File: src/common/pic_pkg.sv
// package: constants, types and register map of the interrupt controller
// How it works
// - four enable bits, inputs three to six
// - per-input polarity picks rising or falling
// - edges latched, short pulses never lost
// - latched edge requests its handler once no other handler runs
// - interrupt role clears counter and measuring
// - source eighteen fires every programmed milliseconds
// - timer counts clock, independent of scans
// - timer request waits while another handler runs, counting goes on
// - source seventeen fires on power loss
// - error trap: display, handler, no halt
// - undefined handler redirects to error trap
// - pairs three-four, five-six form counters
// - counter define also enables measuring
// - measure command after define stops counting
// - measure alone never enables counting
// - measuring pins synchronised for ten kilohertz
// - counter compare request joins arbitration
package pic_pkg;
  localparam int CLK_HZ = 100_000_000;
  localparam int MS_CYCLES = CLK_HZ / 1000;
  localparam logic [7:0] SRC_PWR = 8'h11;
  localparam logic [7:0] SRC_TICK = 8'h12;
  localparam logic [7:0] SRC_TRAP = 8'h64;
  localparam logic [7:0] SRC_IN3 = 8'h03;
  localparam logic [7:0] SRC_CNT1 = 8'h21;
  // register offsets
  localparam logic [3:0] REG_INCFG = 4'h0;
  localparam logic [3:0] REG_FUNC = 4'h1;
  localparam logic [3:0] REG_TICK = 4'h2;
  localparam logic [3:0] REG_BIND = 4'h3;
  localparam logic [3:0] REG_STAT = 4'h4;
  localparam logic [3:0] REG_MASK = 4'h5;
  localparam logic [3:0] REG_CMD = 4'h6;
  localparam logic [3:0] REG_ERR = 4'h7;
  // field positions
  localparam int INCFG_EN_LSB = 0;
  localparam int INCFG_POL_LSB = 4;
  localparam int CMD_DEF1 = 0;
  localparam int CMD_DEF2 = 1;
  localparam int CMD_MEAS_LSB = 2;
  localparam int BIND_PWR = 4;
  localparam int BIND_TICK = 5;
  localparam int BIND_TRAP = 6;
  localparam int BIND_CNT_LSB = 7;
  localparam int ST_REQ = 0;
  localparam int ST_TRAP = 1;
  localparam int ST_TICKLOST = 2;
  localparam int ST_PWR = 3;
  // reset values
  localparam logic [15:0] TICK_RST = 16'h0000;
  localparam logic [3:0] STAT_RST = 4'h0;
  typedef enum logic [2:0] {
    PIC_IDLE = 3'b001,
    PIC_OFFER = 3'b010,
    PIC_BUSY = 3'b100
  } pic_state_e;
  typedef struct packed {
    logic [3:0] addr;
    logic [15:0] wdata;
    logic wr;
    logic rd;
  } pic_bus_s;
  typedef struct packed {
    logic [3:0] quadEn;
    logic [3:0] measEn;
  } pic_func_s;
endpackage

File: src/hdl/pic_interrupt_controller.sv
// interrupt arbitration, edge capture, periodic timer and pin function select
//
// Decided for this implementation: the strobed register port and the placing of the registers.
`timescale 1ns/1ns
module pic_interrupt_controller
  import pic_pkg::*;
(
  // clock and reset
  input wire logic mclk,
  input wire logic sys_rst,
  // register port
  input wire pic_bus_s bus,
  output logic [15:0] rdData,
  // field pins and events
  input wire logic [3:0] pinIn,
  input wire logic powerLossN,
  input wire logic runError,
  input wire logic [1:0] cntMatch,
  // core handshake
  output logic reqValid,
  output logic [7:0] reqSource,
  input wire logic reqAck,
  input wire logic reqDone,
  // function select and error display
  output pic_func_s pinFunc,
  output logic errShow,
  output logic errLed,
  output logic cpuHalt,
  output logic irq
);
  logic [3:0] pinS1_reg, pinS2_reg, pinPrev_reg;
  logic pwrS1_reg, pwrS2_reg, pwrPrev_reg;
  logic [7:0] inCfg_reg;
  logic [15:0] tickMs_reg;
  logic [8:0] bind_reg;
  logic [3:0] stat_reg, mask_reg;
  logic [3:0] pendIn_reg;
  logic [1:0] pendCnt_reg;
  logic pendPwr_reg, pendTick_reg, pendTrap_reg;
  logic [16:0] msDiv_reg;
  logic [15:0] msCnt_reg;
  logic tickEv;
  pic_state_e state_reg;
  logic [7:0] grantSrc;
  logic grantAny, grantUnbound;
  logic [15:0] rdData_next;

  function automatic logic hit(input pic_bus_s b, input logic [3:0] off);
    hit = b.wr && (b.addr == off);
  endfunction

  // pins are asynchronous, two stages before use
  always_ff @(posedge mclk or posedge sys_rst) begin
    if (sys_rst) begin
      pinS1_reg <= 4'h0;
      pinS2_reg <= 4'h0;
      pinPrev_reg <= 4'h0;
      pwrS1_reg <= 1'b1;
      pwrS2_reg <= 1'b1;
      pwrPrev_reg <= 1'b1;
    end else begin
      pinS1_reg <= pinIn;
      pinS2_reg <= pinS1_reg;
      pinPrev_reg <= pinS2_reg;
      pwrS1_reg <= powerLossN;
      pwrS2_reg <= pwrS1_reg;
      pwrPrev_reg <= pwrS2_reg;
    end
  end

  // configuration registers
  always_ff @(posedge mclk or posedge sys_rst) begin
    if (sys_rst) begin
      inCfg_reg <= 8'h00;
      tickMs_reg <= TICK_RST;
      bind_reg <= 9'h000;
      mask_reg <= 4'h0;
    end else begin
      if (hit(bus, REG_INCFG)) inCfg_reg <= bus.wdata[7:0];
      if (hit(bus, REG_TICK)) tickMs_reg <= bus.wdata;
      if (hit(bus, REG_BIND)) bind_reg <= bus.wdata[8:0];
      if (hit(bus, REG_MASK)) mask_reg <= bus.wdata[3:0];
    end
  end

  // pin function select, counter define per pair, measure and interrupt role per pin
  always_ff @(posedge mclk or posedge sys_rst) begin
    if (sys_rst) begin
      pinFunc <= '0;
    end else begin
      for (int c = 0; c < 2; c++) begin
        if (hit(bus, REG_CMD) && bus.wdata[CMD_DEF1 + c]) begin
          pinFunc.quadEn[2*c +: 2] <= 2'b11;
          pinFunc.measEn[2*c +: 2] <= 2'b11;
        end
      end
      for (int i = 0; i < 4; i++) begin
        if (hit(bus, REG_CMD) && bus.wdata[CMD_MEAS_LSB + i]) begin
          pinFunc.measEn[i] <= 1'b1;
          pinFunc.quadEn[i & 2] <= 1'b0;
          pinFunc.quadEn[(i & 2) + 1] <= 1'b0;
        end
        if (inCfg_reg[INCFG_EN_LSB + i]) begin
          pinFunc.quadEn[i] <= 1'b0;
          pinFunc.measEn[i] <= 1'b0;
        end
      end
    end
  end

  // millisecond enable and period counter
  always_ff @(posedge mclk or posedge sys_rst) begin
    if (sys_rst) begin
      msDiv_reg <= '0;
      msCnt_reg <= '0;
    end else if (!bind_reg[BIND_TICK] || tickMs_reg == 16'h0000) begin
      msDiv_reg <= '0;
      msCnt_reg <= '0;
    end else if (msDiv_reg == 17'(MS_CYCLES - 1)) begin
      msDiv_reg <= '0;
      msCnt_reg <= (msCnt_reg == tickMs_reg - 16'h0001) ? 16'h0000 : msCnt_reg + 16'h0001;
    end else begin
      msDiv_reg <= msDiv_reg + 17'h0_0001;
    end
  end
  assign tickEv = bind_reg[BIND_TICK] && tickMs_reg != 16'h0000 &&
                  msDiv_reg == 17'(MS_CYCLES - 1) && msCnt_reg == tickMs_reg - 16'h0001;

  // priority pick: power, trap, inputs, counters, then timer
  always_comb begin
    grantAny = 1'b1;
    grantSrc = SRC_TICK;
    grantUnbound = 1'b0;
    if (pendPwr_reg) grantSrc = SRC_PWR;
    else if (pendTrap_reg) grantSrc = SRC_TRAP;
    else if (|pendIn_reg) begin
      grantSrc = SRC_IN3;
      for (int i = 3; i >= 0; i--)
        if (pendIn_reg[i]) grantSrc = SRC_IN3 + 8'(i);
    end else if (|pendCnt_reg) grantSrc = pendCnt_reg[0] ? SRC_CNT1 : SRC_CNT1 + 8'h01;
    else if (pendTick_reg) grantSrc = SRC_TICK;
    else grantAny = 1'b0;
    if (grantSrc == SRC_PWR) grantUnbound = !bind_reg[BIND_PWR];
    else if (grantSrc == SRC_TICK) grantUnbound = 1'b0;
    else if (grantSrc == SRC_TRAP) grantUnbound = 1'b0;
    else if (grantSrc >= SRC_CNT1) grantUnbound = !bind_reg[BIND_CNT_LSB + int'(grantSrc[0] == 1'b0)];
    else grantUnbound = !bind_reg[grantSrc[1:0] - 2'd3];
  end

  // pending flags, edge capture wins over the grant clear
  always_ff @(posedge mclk or posedge sys_rst) begin
    if (sys_rst) begin
      pendIn_reg <= 4'h0;
      pendCnt_reg <= 2'b00;
      pendPwr_reg <= 1'b0;
      pendTick_reg <= 1'b0;
      pendTrap_reg <= 1'b0;
    end else begin
      logic take;
      take = state_reg == PIC_IDLE && grantAny;
      for (int i = 0; i < 4; i++) begin
        if (take && grantSrc == SRC_IN3 + 8'(i)) pendIn_reg[i] <= 1'b0;
        if (inCfg_reg[INCFG_EN_LSB + i] && (inCfg_reg[INCFG_POL_LSB + i] ?
            (pinS2_reg[i] && !pinPrev_reg[i]) : (!pinS2_reg[i] && pinPrev_reg[i])))
          pendIn_reg[i] <= 1'b1;
      end
      for (int c = 0; c < 2; c++) begin
        if (take && grantSrc == SRC_CNT1 + 8'(c)) pendCnt_reg[c] <= 1'b0;
        if (cntMatch[c] && pinFunc.quadEn[2*c]) pendCnt_reg[c] <= 1'b1;
      end
      if (take && grantSrc == SRC_PWR) pendPwr_reg <= 1'b0;
      if (!pwrS2_reg && pwrPrev_reg) pendPwr_reg <= 1'b1;
      if (take && grantSrc == SRC_TICK) pendTick_reg <= 1'b0;
      if (tickEv) pendTick_reg <= 1'b1;
      if (take && grantSrc == SRC_TRAP) pendTrap_reg <= 1'b0;
      if ((runError && bind_reg[BIND_TRAP]) || (take && grantUnbound && bind_reg[BIND_TRAP]))
        pendTrap_reg <= 1'b1;
    end
  end

  // handshake with the core, one request at a time
  always_ff @(posedge mclk or posedge sys_rst) begin
    if (sys_rst) begin
      state_reg <= PIC_IDLE;
      reqValid <= 1'b0;
      reqSource <= 8'h00;
    end else begin
      unique case (state_reg)
        PIC_IDLE: begin
          if (grantAny && !grantUnbound) begin
            state_reg <= PIC_OFFER;
            reqValid <= 1'b1;
            reqSource <= grantSrc;
          end
        end
        PIC_OFFER: begin
          if (reqAck) begin
            state_reg <= PIC_BUSY;
            reqValid <= 1'b0;
          end
        end
        PIC_BUSY: begin
          if (reqDone) state_reg <= PIC_IDLE;
        end
      endcase
    end
  end

  // error reporting outputs
  always_ff @(posedge mclk or posedge sys_rst) begin
    if (sys_rst) begin
      errShow <= 1'b0;
      errLed <= 1'b0;
      cpuHalt <= 1'b0;
    end else begin
      if (runError) begin
        errShow <= 1'b1;
        errLed <= !bind_reg[BIND_TRAP];
        cpuHalt <= !bind_reg[BIND_TRAP];
      end else if (hit(bus, REG_ERR)) begin
        errShow <= 1'b0;
        errLed <= 1'b0;
        cpuHalt <= 1'b0;
      end
    end
  end

  // sticky status, write one to clear, set wins
  always_ff @(posedge mclk or posedge sys_rst) begin
    if (sys_rst) begin
      stat_reg <= STAT_RST;
      irq <= 1'b0;
    end else begin
      logic [3:0] setv, nxt;
      setv = '0;
      setv[ST_REQ] = state_reg == PIC_IDLE && grantAny && !grantUnbound;
      setv[ST_TRAP] = runError || (state_reg == PIC_IDLE && grantAny && grantUnbound);
      setv[ST_TICKLOST] = tickEv && pendTick_reg;
      setv[ST_PWR] = !pwrS2_reg && pwrPrev_reg;
      nxt = (hit(bus, REG_STAT) ? stat_reg & ~bus.wdata[3:0] : stat_reg) | setv;
      stat_reg <= nxt;
      irq <= |(nxt & mask_reg);
    end
  end

  // read data, one cycle after the strobe
  always_comb begin
    rdData_next = 16'h0000;
    unique case (bus.addr)
      REG_INCFG: rdData_next = {8'h00, inCfg_reg};
      REG_FUNC: rdData_next = {8'h00, pinFunc};
      REG_TICK: rdData_next = tickMs_reg;
      REG_BIND: rdData_next = {7'h00, bind_reg};
      REG_STAT: rdData_next = {12'h000, stat_reg};
      REG_MASK: rdData_next = {12'h000, mask_reg};
      REG_ERR: rdData_next = {13'h0000, cpuHalt, errLed, errShow};
      default: rdData_next = 16'h0000;
    endcase
  end
  always_ff @(posedge mclk or posedge sys_rst) begin
    if (sys_rst) rdData <= 16'h0000;
    else rdData <= bus.rd ? rdData_next : 16'h0000;
  end
endmodule

File: config.mk
export PLATFORM = sky130hd
export DESIGN_NAME = pic_interrupt_controller
export DESIGN_NICKNAME = d
export VERILOG_FILES = /design/src/common/pic_pkg.sv /design/src/hdl/pic_interrupt_controller.sv
export SDC_FILE = /design/constraint.sdc
export NUM_CORES = 1
export LEC_CHECK = 0
export BUFFER_PORTS_ARGS = -buffer_cell sky130_fd_sc_hd__buf_2
export CORE_MARGIN = 8
export CORE_UTILIZATION = 50
export CTS_CLUSTER_DIAMETER = 60
export DETAILED_ROUTE_END_ITERATION = 8
export GPL_TIMING_DRIVEN = 1
export PLACE_DENSITY_LB_ADDON = 0.3
export SYNTH_ARGS = -nofsm -noshare
export SYNTH_HDL_FRONTEND = slang
export SYNTH_SLANG_ARGS = --single-unit
File: constraint.sdc
create_clock -name mclk -period 6.4 [get_ports mclk]
set_input_delay 1.28 -clock mclk [delete_from_list [all_inputs] [get_ports mclk]]
set_output_delay 1.28 -clock mclk [all_outputs]
set_load 0.05 [all_outputs]
==> impl_metrics.py, run 1 <==
metrics = {
    "grt": {
        "grt_pass1_wl_mm": 26.6,
        "use_met3_pct": 5.26,
        "grtUsageMet2_pct": 31.1,
        "grt_overflow_total": 0,
        "grt_start_max_net_pins": 86,
        "gr-usage-all-layers_pct": 18.8,
        "busiest_layer": "met2",
        "antenna_found_initial": 2,
        "grtUsageMet1_pct": 22.4,
        "first_global_vias": 5175,
    },
    "final_layout": {
        "final_cells": 899,
        "area_growth_pct": 16.1,
        "final_cell_mix": "dfrtp_1 (131), buf_2 (68), nand2_1 (52)",
        "fillers": 1107,
        "drive_gt1_share_pct": 22.7,
        "post-route-util_pct": 59.3,
        "largest_register_ffs": 17,
        "layout_commonest_cell": "dfrtp_1",
        "post-route-cell-area_um2": 7850,
        "antenna_cells": 0,
        "finish.net_count": 752,
    },
    "outcome": {
        "outcome": "completed",
    },
    "sta": {
        "whs_ns": 0.347,
        "finalHoldViolations": 0,
        "setup_tns_ns": 0,
        "finalCriticalPeriod_ns": 3.69,
        "layout_setup_ws_ns": 2.71,
        "max_clock_freq_mhz": 271,
        "worstMarginPinSlew_ns": 1.28,
        "worst_clock_skew_ns": 0.00945,
        "setup_viol": 0,
        "maxSlewViolCount": 0,
        "relSlewSlack_pct": 13.8,
        "fin_crit_sh_pct": 57.7,
        "rsz0062_at_grt": "false",
    },
    "clock_network": {
        "cts_resized": 0,
        "post_cts.repair.setup_buffers": 0,
        "cts_made_buffers": 17,
        "cts_tree": "yes",
        "clock-root-buffer": "clkbuf_16",
        "clock_sinks": 135,
        "ctsHoldBuffers": 0,
        "clockBufferDepth": 2,
        "clock_latency_ns": 0.42,
        "clkTransAtPathRegs_ns": 0.06,
        "h-tree-depth": 4,
    },
    "floorplanning": {
        "pin_count": 71,
        "fp-row-count": 42,
        "dieArea_um2": 17500,
        "die_x_um": 132,
        "core_um2": 13200,
        "dieHeight_um": 132,
        "initial_core_util_pct": 51.0,
    },
    "placement": {
        "routabilityCongestion": 0.909,
        "dp.cells": 867,
        "port_buffers": 68,
        "pre_cts_ws_ns": 2.81,
        "hpwl_mm": 11.5,
        "placed_area_um2": 7210,
    },
    "worst_setup_path": {
        "end_kind": "register",
        "critical_path_peak_fanout": 28,
        "crit_end": "msCnt_reg[12]",
        "ff2ff_path_depth": 9,
        "worstSetupStartpoint": "tickMs_reg[0]",
        "crit_path_start_kind": "register",
        "crit_type": "register to register",
        "required_ns": 6.71,
        "r2r_end": "msCnt_reg[12]",
        "crit_arrival_ns": 4.00,
        "r2r_slack_ns": 2.71,
        "reg2reg_from": "tickMs_reg[0]",
    },
    "routing": {
        "vias": 5267,
        "first_pass_iters": 5,
        "ant_nets": 0,
        "avgRoutedWirePerCell_um": 18.0,
        "vias_per_cell": 5.86,
        "wl_mm": 16.1,
        "drt_iter0_drc": 487,
        "drc": 0,
    },
    "logic_synthesis": {
        "yosysWarnings": 0,
        "ys_top_cells_by_area": "dfrtp_1 (48%), mux2_2 (6.2%), o21ai_0 (3.1%), nand2_1 (2.9%), nor2_1 (2.7%)",
        "synth_edf_count": 0,
        "synth_cell_types": 67,
        "synth_top_area_cell": "dfrtp_1",
        "synth_fa_ha_area_share_pct": 1.48,
        "synthesis.area_um2": 6760,
        "muxShareOfSynthArea_pct": 9.24,
        "synthFlopType": "dfrtp_1",
        "syn_avg_cell_area_um2": 10.4,
        "synthXorXnorAreaFrac_pct": 4.53,
        "synth-async-reset-ratio_pct": 100,
        "yosys.area_share.simple_pct": 19.0,
        "synth_top_family_by_area": "simple AND/OR/NAND/NOR gates",
        "ys_ff_latch": 135,
        "synth_top_area_share_pct": 48.5,
        "ys_seq_area_share_pct": 50.0,
        "synthesis.instances": 647,
        "synth-compound-area-share_pct": 12.4,
    },
    "hold_path": {
        "holdCritStartpoint": "pinS1_reg[0]",
        "min_path_type": "register to register",
    },
    "power_and_ir_drop": {
        "p_per_area_nw_per_um2": 342,
        "p_leak_nw": 3.56,
        "power_mw": 2.69,
        "max-vdd-ir-drop_mv": 0.192,
    },
    "flow_run": {
        "drv_cap": 0,
    },
}
how the worst min path moves through the flow:
stage                         endpoint  slack, ns  cells after the start
final                     pinS2_reg[0]       0.35                      0
after detailed placement  pinS2_reg[0]       0.34                      0
after floorplan           pinS2_reg[0]       0.33                      0
after global placement    pinS2_reg[0]       0.34                      0
after CTS                 pinS2_reg[0]       0.35                      0
after global routing         pwrS2_reg       0.36                      0
routing by layer:
layer | vias to the layer above | part of all wire [%]
met2 | 180 | 49
li1 | 2443 | -
met3 | 47 | 5.8
met1 | 2593 | 43
met4 | 4 | 2.6
met5 | - | 0.14
area by class of cell:
| type | instances | area [um^2] | area share (%) |
|---|---|---|---|
| clock buffer | 22 | 474 | 6.04 |
| clock inverter | 10 | 168 | 2.14 |
| inverter | 22 | 87.6 | 1.12 |
| multi-input combinational | 463 | 3160 | 40.2 |
| sequential | 135 | 3380 | 43.1 |
| tap | 176 | 220 | 2.80 |
| timing repair buffer | 71 | 363 | 4.62 |
synthesized netlist by cell type (all sizes together), types with 7 or more instances:
| library cell | count |
|---|---|
| nand2 | 52 |
| xnor2 | 17 |
| nor4 | 14 |
| a22o | 7 |
| xor2 | 18 |
| nand3 | 24 |
| nor2b | 12 |
| a21o | 14 |
| nand2b | 10 |
| clkbuf | 16 |
| a21oi | 21 |
| nor3 | 22 |
| dfrtp | 131 |
| o21ai | 44 |
| buf | 12 |
| nor2 | 48 |
| mux4 | 7 |
| nor3b | 8 |
| and2 | 9 |
| mux2 | 37 |
| ha | 8 |
| inv | 22 |
| nand4 | 11 |
where the power goes:
part | switching [mW] | total (mW) | internal [mW]
combinational | 0.326 | 0.538 | 0.212
sequential | 0.129 | 1.09 | 0.965
clock | 0.369 | 1.05 | 0.686
total | 0.824 | 2.69 | 1.86
cell families (layout without fill, tap and decap cells):
group | after synthesis | count (layout)
flip-flops | 135 | 135
adder cells (fa/ha/maj) | 8 | 8
buffers and inverters | 50 | 125
multiplexers | 49 | 49
other | 1 | 2
AO/OA/AOI/OAI | 126 | 126
AND/OR/NAND/NOR | 243 | 243
XOR/XNOR | 35 | 35
critical path, stage by stage (launching register included):
cell and delay [ns]:
dfrtp_1 0.47, inv_1 0.13, ha_1 0.22, nor3b_1 0.68, a31oi_1 0.24, nor4b_1 0.41, and4_1 0.25, a41o_1 0.73
o21ai_0 0.22, a21o_1 0.24
No activity file was read; power rests on OpenSTA's default activity.
==> run 2, diff against run 1 <==
--- a/config.mk
+++ b/config.mk
@@ -5,6 +5,7 @@
 export SDC_FILE = /design/constraint.sdc
 export NUM_CORES = 1
 export LEC_CHECK = 0
+export ABC_AREA = 1
 export BUFFER_PORTS_ARGS = -buffer_cell sky130_fd_sc_hd__buf_2
 export CORE_MARGIN = 8
 export CORE_UTILIZATION = 50
==> constraint.sdc (replaced) <==
create_clock -name mclk -period 3.28 [get_ports mclk]
set_input_delay 0.656 -clock mclk [delete_from_list [all_inputs] [get_ports mclk]]
set_output_delay 0.656 -clock mclk [all_outputs]
set_load 0.05 [all_outputs]
==> impl_metrics.py, run 2 <==
metrics = {
    "final_layout": {
        "antenna_cells": 0,
        "area_growth_pct": 15.9,
        "fillers": 1281,
        "drive_gt1_share_pct": 18.5,
        "post-route-cell-area_um2": 7980,
        "layout_commonest_cell": "nand2_1",
        "largest_register_ffs": 17,
        "post-route-util_pct": 58.4,
        "finish.net_count": 949,
        "final_cells": 1100,
        "final_cell_mix": "nand2_1 (181), dfrtp_1 (131), inv_1 (113)",
    },
    "placement": {
        "port_buffers": 68,
        "routabilityCongestion": 0.898,
        "dp.cells": 1068,
        "pre_cts_ws_ns": 0.711,
        "hpwl_mm": 12.5,
        "placed_area_um2": 7410,
    },
    "worst_setup_path": {
        "crit_path_start_kind": "register",
        "crit_type": "register to register",
        "crit_arrival_ns": 2.98,
        "end_kind": "register",
        "slowest_delay_ns": 0.49,
        "required_ns": 3.58,
        "critical_path_peak_fanout": 13,
        "path_cells": "inv_1 -> a21oi_1 -> nor4_1 -> inv_1 -> ha_1 -> nor2_1 -> nand3_1 -> nand2_1 -> nand2_1 -> a21oi_1 -> nand2_1 -> nand3_2 -> nand2_1 -> nand2_1 -> nand3_1",
        "slowest_stage": "nor4_1",
        "timing.critical_path.mode_cell": "nand2_1",
    },
    "grt": {
        "antenna_found_initial": 0,
        "first_global_vias": 5595,
        "grt_overflow_total": 0,
        "grt_start_max_net_pins": 136,
        "gr-usage-all-layers_pct": 19.9,
        "grt_pass1_wl_mm": 28.2,
    },
    "floorplanning": {
        "initial_core_util_pct": 50.3,
        "fp-row-count": 43,
        "dieArea_um2": 17800,
        "core_um2": 13700,
        "dieHeight_um": 133,
        "die_x_um": 133,
        "pin_count": 71,
    },
    "clock_network": {
        "post_cts.repair.setup_buffers": 0,
        "clkTransAtPathRegs_ns": 0.06,
        "cts_tree": "yes",
        "cts_made_buffers": 17,
        "ctsHoldBuffers": 0,
        "clock-root-buffer": "clkbuf_16",
        "cts_resized": 0,
        "clock_latency_ns": 0.43,
        "clock_sinks": 135,
        "h-tree-depth": 4,
        "clockBufferDepth": 2,
    },
    "power_and_ir_drop": {
        "sw_frac_of_total_pct": 34.0,
        "clkPwrFrac_pct": 37.0,
        "max-vdd-ir-drop_mv": 0.388,
        "p_per_area_nw_per_um2": 615,
        "comb_power_share_pct": 21.4,
        "p_leak_nw": 3.85,
        "p_seq_share_pct": 41.6,
        "switching_power_mw": 1.67,
        "p_int_mw": 3.24,
    },
    "sta": {
        "worstMarginPinSlew_ns": 0.745,
        "setup_tns_ns": 0,
        "setup_viol": 0,
        "finalCriticalPeriod_ns": 2.68,
        "worst_clock_skew_ns": 0.0105,
        "max_clock_freq_mhz": 373,
        "rsz0062_at_grt": "false",
        "relSlewSlack_pct": 50.2,
        "layout_setup_ws_ns": 0.598,
        "fin_crit_sh_pct": 81.8,
        "maxSlewViolCount": 0,
        "finalHoldViolations": 0,
    },
    "logic_synthesis": {
        "synth.most_common_cell": "nand2_1",
        "synth-async-reset-ratio_pct": 100,
        "synthesis.instances": 830,
        "synthFlopType": "dfrtp_1",
        "synth_cell_types": 46,
        "syn_avg_cell_area_um2": 8.29,
        "yosysWarnings": 0,
        "synth_top_area_share_pct": 47.7,
        "ys_top_cells_by_area": "dfrtp_1 (48%), nand2_1 (9.9%), inv_1 (6.2%), o21ai_0 (5.2%), nor2_1 (4.0%)",
        "synth_top_area_cell": "dfrtp_1",
        "ys_top_cells_by_count": "nand2_1 (181), dfrtp_1 (131), inv_1 (114)",
        "synth_edf_count": 0,
        "ys_ff_latch": 135,
        "synthesis.area_um2": 6880,
        "ys_seq_area_share_pct": 49.2,
    },
    "outcome": {
        "outcome": "completed",
    },
    "routing": {
        "vias": 5862,
        "drt_iter0_drc": 537,
        "vias_per_cell": 5.33,
        "first_pass_iters": 5,
        "ant_nets": 0,
        "wl_mm": 16.9,
        "avgRoutedWirePerCell_um": 15.4,
        "drc": 0,
    },
    "hold_path": {
        "min_path_type": "input pin to register",
    },
    "flow_run": {
        "drv_cap": 0,
    },
}
-- run 2: cell types whose count changed after synthesis, sizes merged, moves of 22 or more --
| cell | delta |
|---|---|
| inv | +96 |
| o21ai | +49 |
| nor2 | +45 |
| mux2 | -36 |
| nand3 | +22 |
| nand2 | +140 |
-- run 2: critical path, delay by kind of cell (launching register included) --
family | cells | cell delay (ns)
fa+ha+maj | 1 | 0.28
buf+inv | 2 | 0.26
flops | 1 | 0.39
simple gates | 10 | 1.36
compound gates | 2 | 0.25
-- run 2: final timing paths --
check                              startpoint        endpoint  slack [ns]  depth (start not counted)
worst max-delay path            pendIn_reg[1]             irq        0.60                         15
worst min-delay path               powerLossN       pwrS1_reg        0.33                          1
worst max register to register  pendIn_reg[1]             irq        0.60                         15
worst min register to register   pinS1_reg[2]    pinS2_reg[2]        0.34                          0
max in group asynchronous             sys_rst   msDiv_reg[15]        2.31                          3
min in group asynchronous             sys_rst  pinPrev_reg[3]        0.44                          3
-- run 2: cells by family (layout without fill, tap and decap cells) --
kind of cell | Yosys count | after routing | synth area share [%]
and+or+nand+nor | 380 | 380 | 26.3
AOI/OAI and AO/OA | 157 | 157 | 13.3
muxes | 1 | 1 | 0.164
DFF | 135 | 135 | 49.2
buffers and inverters | 135 | 224 | 7.84
other | 1 | 2 | 0.0545
xor gates and xnor gates | 13 | 13 | 1.66
adders and majority gates | 8 | 8 | 1.46
-- run 2: cell type report --
| cell class | instances | area (um^2) | share of cell area (%) |
|---|---|---|---|
| flip-flops and latches | 135 | 3380 | 42.4 |
| multi-input cells | 561 | 2960 | 37.1 |
| inverters | 119 | 450 | 5.65 |
| clock buffers | 19 | 443 | 5.55 |
| repair buffers | 73 | 390 | 4.89 |
| well taps | 180 | 225 | 2.82 |
| clock inverters | 13 | 123 | 1.54 |
-- run 2: power groups by stage --
| stage | combinational, mW | sequential, mW | clock (mW) |
|---|---|---|---|
| 3_3_place_gp | 1.03 | 2.06 | 0 |
| 6_report | 1.05 | 2.04 | 1.82 |
| 3_5_place_dp | 1.04 | 2.07 | 0 |
| 5_1_grt | 1.19 | 2.07 | 1.92 |
| 4_1_cts | 1.06 | 2.04 | 1.85 |
| 2_1_floorplan | 0.648 | 2.17 | 0 |
-- run 2: routing by layer --
metal | part of all wire, % | global-route usage, % | vias to the layer above
met5 | 0 | 0 | -
met4 | 2.1 | 7.17 | 0
met3 | 8.0 | 6.81 | 29
met2 | 42 | 27.9 | 194
met1 | 48 | 27.7 | 2767
li1 | - | - | 2872
-- run 2: stage by stage --
step                      total power, mW  hold WS (ns)
after floorplan                      2.82         0.331
after global placement               3.09         0.331
after detailed placement             3.11         0.336
after CTS                            4.94         0.321
after global routing                 5.17         0.320
final                                4.91         0.333
==> run 3, diff against run 2 <==
==> constraint.sdc (replaced) <==
create_clock -name mclk -period 2.7 [get_ports mclk]
set_input_delay 0.54 -clock mclk [delete_from_list [all_inputs] [get_ports mclk]]
set_output_delay 0.54 -clock mclk [all_outputs]
set_load 0.05 [all_outputs]
==> impl_metrics.py, run 3 (synthesis results as in run 2) <==
metrics = {
    "worst_setup_path": {
        "slowest_delay_ns": 0.39,
        "required_ns": 3.00,
        "timing.critical_path.mode_cell": "nand2_1",
        "crit_arrival_ns": 2.74,
        "crit_type": "register to register",
        "end_kind": "register",
        "slowest_stage": "dfrtp_1",
        "path_cells": "inv_1 -> a21oi_1 -> nor4_1 -> inv_1 -> ha_1 -> nor2_1 -> nand3_1 -> nand2_1 -> nand2_1 -> a21oi_1 -> nand2_1 -> nand3_2 -> nand2_1 -> nand2_1 -> nand3_1",
        "crit_path_start_kind": "register",
        "critical_path_peak_fanout": 13,
    },
    "floorplanning": {
        "dieArea_um2": 17800,
        "pin_count": 71,
        "die_x_um": 133,
        "core_um2": 13700,
        "initial_core_util_pct": 50.3,
        "dieHeight_um": 133,
        "fp-row-count": 43,
    },
    "power_and_ir_drop": {
        "p_leak_nw": 3.92,
        "max-vdd-ir-drop_mv": 0.420,
        "p_per_area_nw_per_um2": 772,
    },
    "clock_network": {
        "clkTransAtPathRegs_ns": 0.06,
        "clock-root-buffer": "clkbuf_16",
        "clockBufferDepth": 2,
        "cts_resized": 0,
        "ctsHoldBuffers": 0,
        "post_cts.repair.setup_buffers": 0,
        "cts_made_buffers": 17,
        "clock_latency_ns": 0.42,
        "h-tree-depth": 4,
        "cts_tree": "yes",
        "clock_sinks": 135,
    },
    "placement": {
        "port_buffers": 68,
        "hpwl_mm": 12.7,
        "routabilityCongestion": 0.921,
    },
    "grt": {
        "antenna_found_initial": 0,
        "gr-usage-all-layers_pct": 20.1,
        "grt_overflow_total": 0,
        "first_global_vias": 5674,
        "grt_pass1_wl_mm": 28.6,
        "grt_start_max_net_pins": 57,
    },
    "final_layout": {
        "final_cell_mix": "nand2_1 (181), dfrtp_1 (131), inv_1 (113)",
        "layout_commonest_cell": "nand2_1",
        "drive_gt1_share_pct": 18.6,
        "largest_register_ffs": 17,
        "finish.net_count": 953,
        "post-route-util_pct": 59.2,
        "area_growth_pct": 17.5,
        "antenna_cells": 0,
    },
    "routing": {
        "drt_iter0_drc": 497,
        "vias_per_cell": 5.28,
        "drc": 0,
        "ant_nets": 0,
        "first_pass_iters": 6,
        "vias": 5826,
        "avgRoutedWirePerCell_um": 15.5,
        "wl_mm": 17.1,
    },
    "sta": {
        "setup_viol": 0,
        "max_clock_freq_mhz": 409,
        "relSlewSlack_pct": 57.6,
        "rsz0062_at_grt": "false",
        "finalCriticalPeriod_ns": 2.44,
        "setup_tns_ns": 0,
        "worst_clock_skew_ns": 0.00726,
        "fin_crit_sh_pct": 90.5,
        "maxSlewViolCount": 0,
        "finalHoldViolations": 0,
        "worstMarginPinSlew_ns": 0.635,
        "whs_ns": 0.199,
    },
    "outcome": {
        "outcome": "completed",
    },
    "hold_path": {
        "min_path_type": "input pin to asynchronous set/reset pin",
    },
    "flow_run": {
        "drv_cap": 0,
    },
}
-- run 3: area by class of cell --
cell class	instances	area, um^2
Multi-Input combinational cell	561	2960
Timing Repair Buffer	77	433
Clock inverter	10	168
Sequential cell	135	3380
Inverter	119	450
Clock buffer	22	464
Tap cell	180	225
Fill cell	1259	5580
-- run 3: final timing paths --
path	start	end	slack, ns	cells past startpoint
setup / recovery	pendIn_reg[2]	irq	0.26	15
hold / removal	sys_rst	pinS1_reg[3]	0.20	2
setup reg to reg	pendIn_reg[2]	irq	0.26	15
hold reg to reg	pinS1_reg[1]	pinS2_reg[1]	0.35	0
max in group asynchronous	sys_rst	msDiv_reg[5]	1.82	3
min in group mclk	pinIn[3]	pinS1_reg[3]	0.22	1
-- run 3: metal layers --
metal | global-route usage, % | up-vias | part of all wire, %
met4 | 8.86 | 0 | 2.3
li1 | - | 2881 | -
met1 | 27.5 | 2729 | 46
met3 | 5.72 | 27 | 8.3
met2 | 28.9 | 189 | 43
met5 | 0 | - | 0
-- run 3: where the power goes --
group	switching [mW]	internal, mW	leakage (nW)
clock	0.884	1.60	0.305
combinational	0.889	0.385	1.91
sequential	0.224	2.26	1.71
-- run 3: per-stage QoR --
stage / setup slack, ns / instances / area [um^2] / power, mW
after global routing: 0.0138 / 1104 / 8080 / 6.54
after CTS: 0.281 / 1104 / 8080 / 6.27
final: 0.256 / 1104 / 8080 / 6.24
after global placement: 0.350 / 1072 / 7450 / 3.76
after floorplan: 0.479 / 831 / 6890 / 3.42
after detailed placement: 0.311 / 1072 / 7450 / 3.78
-- run 3: critical path, delay by kind of cell (launching register included) --
| family | cells | cell delay (ns) |
|---|---|---|
| buffers and inverters | 2 | 0.23 |
| AND/OR/NAND/NOR | 10 | 1.19 |
| flip-flops | 1 | 0.39 |
| AO/OA/AOI/OAI | 2 | 0.23 |
| adder cells (fa/ha/maj) | 1 | 0.27 |
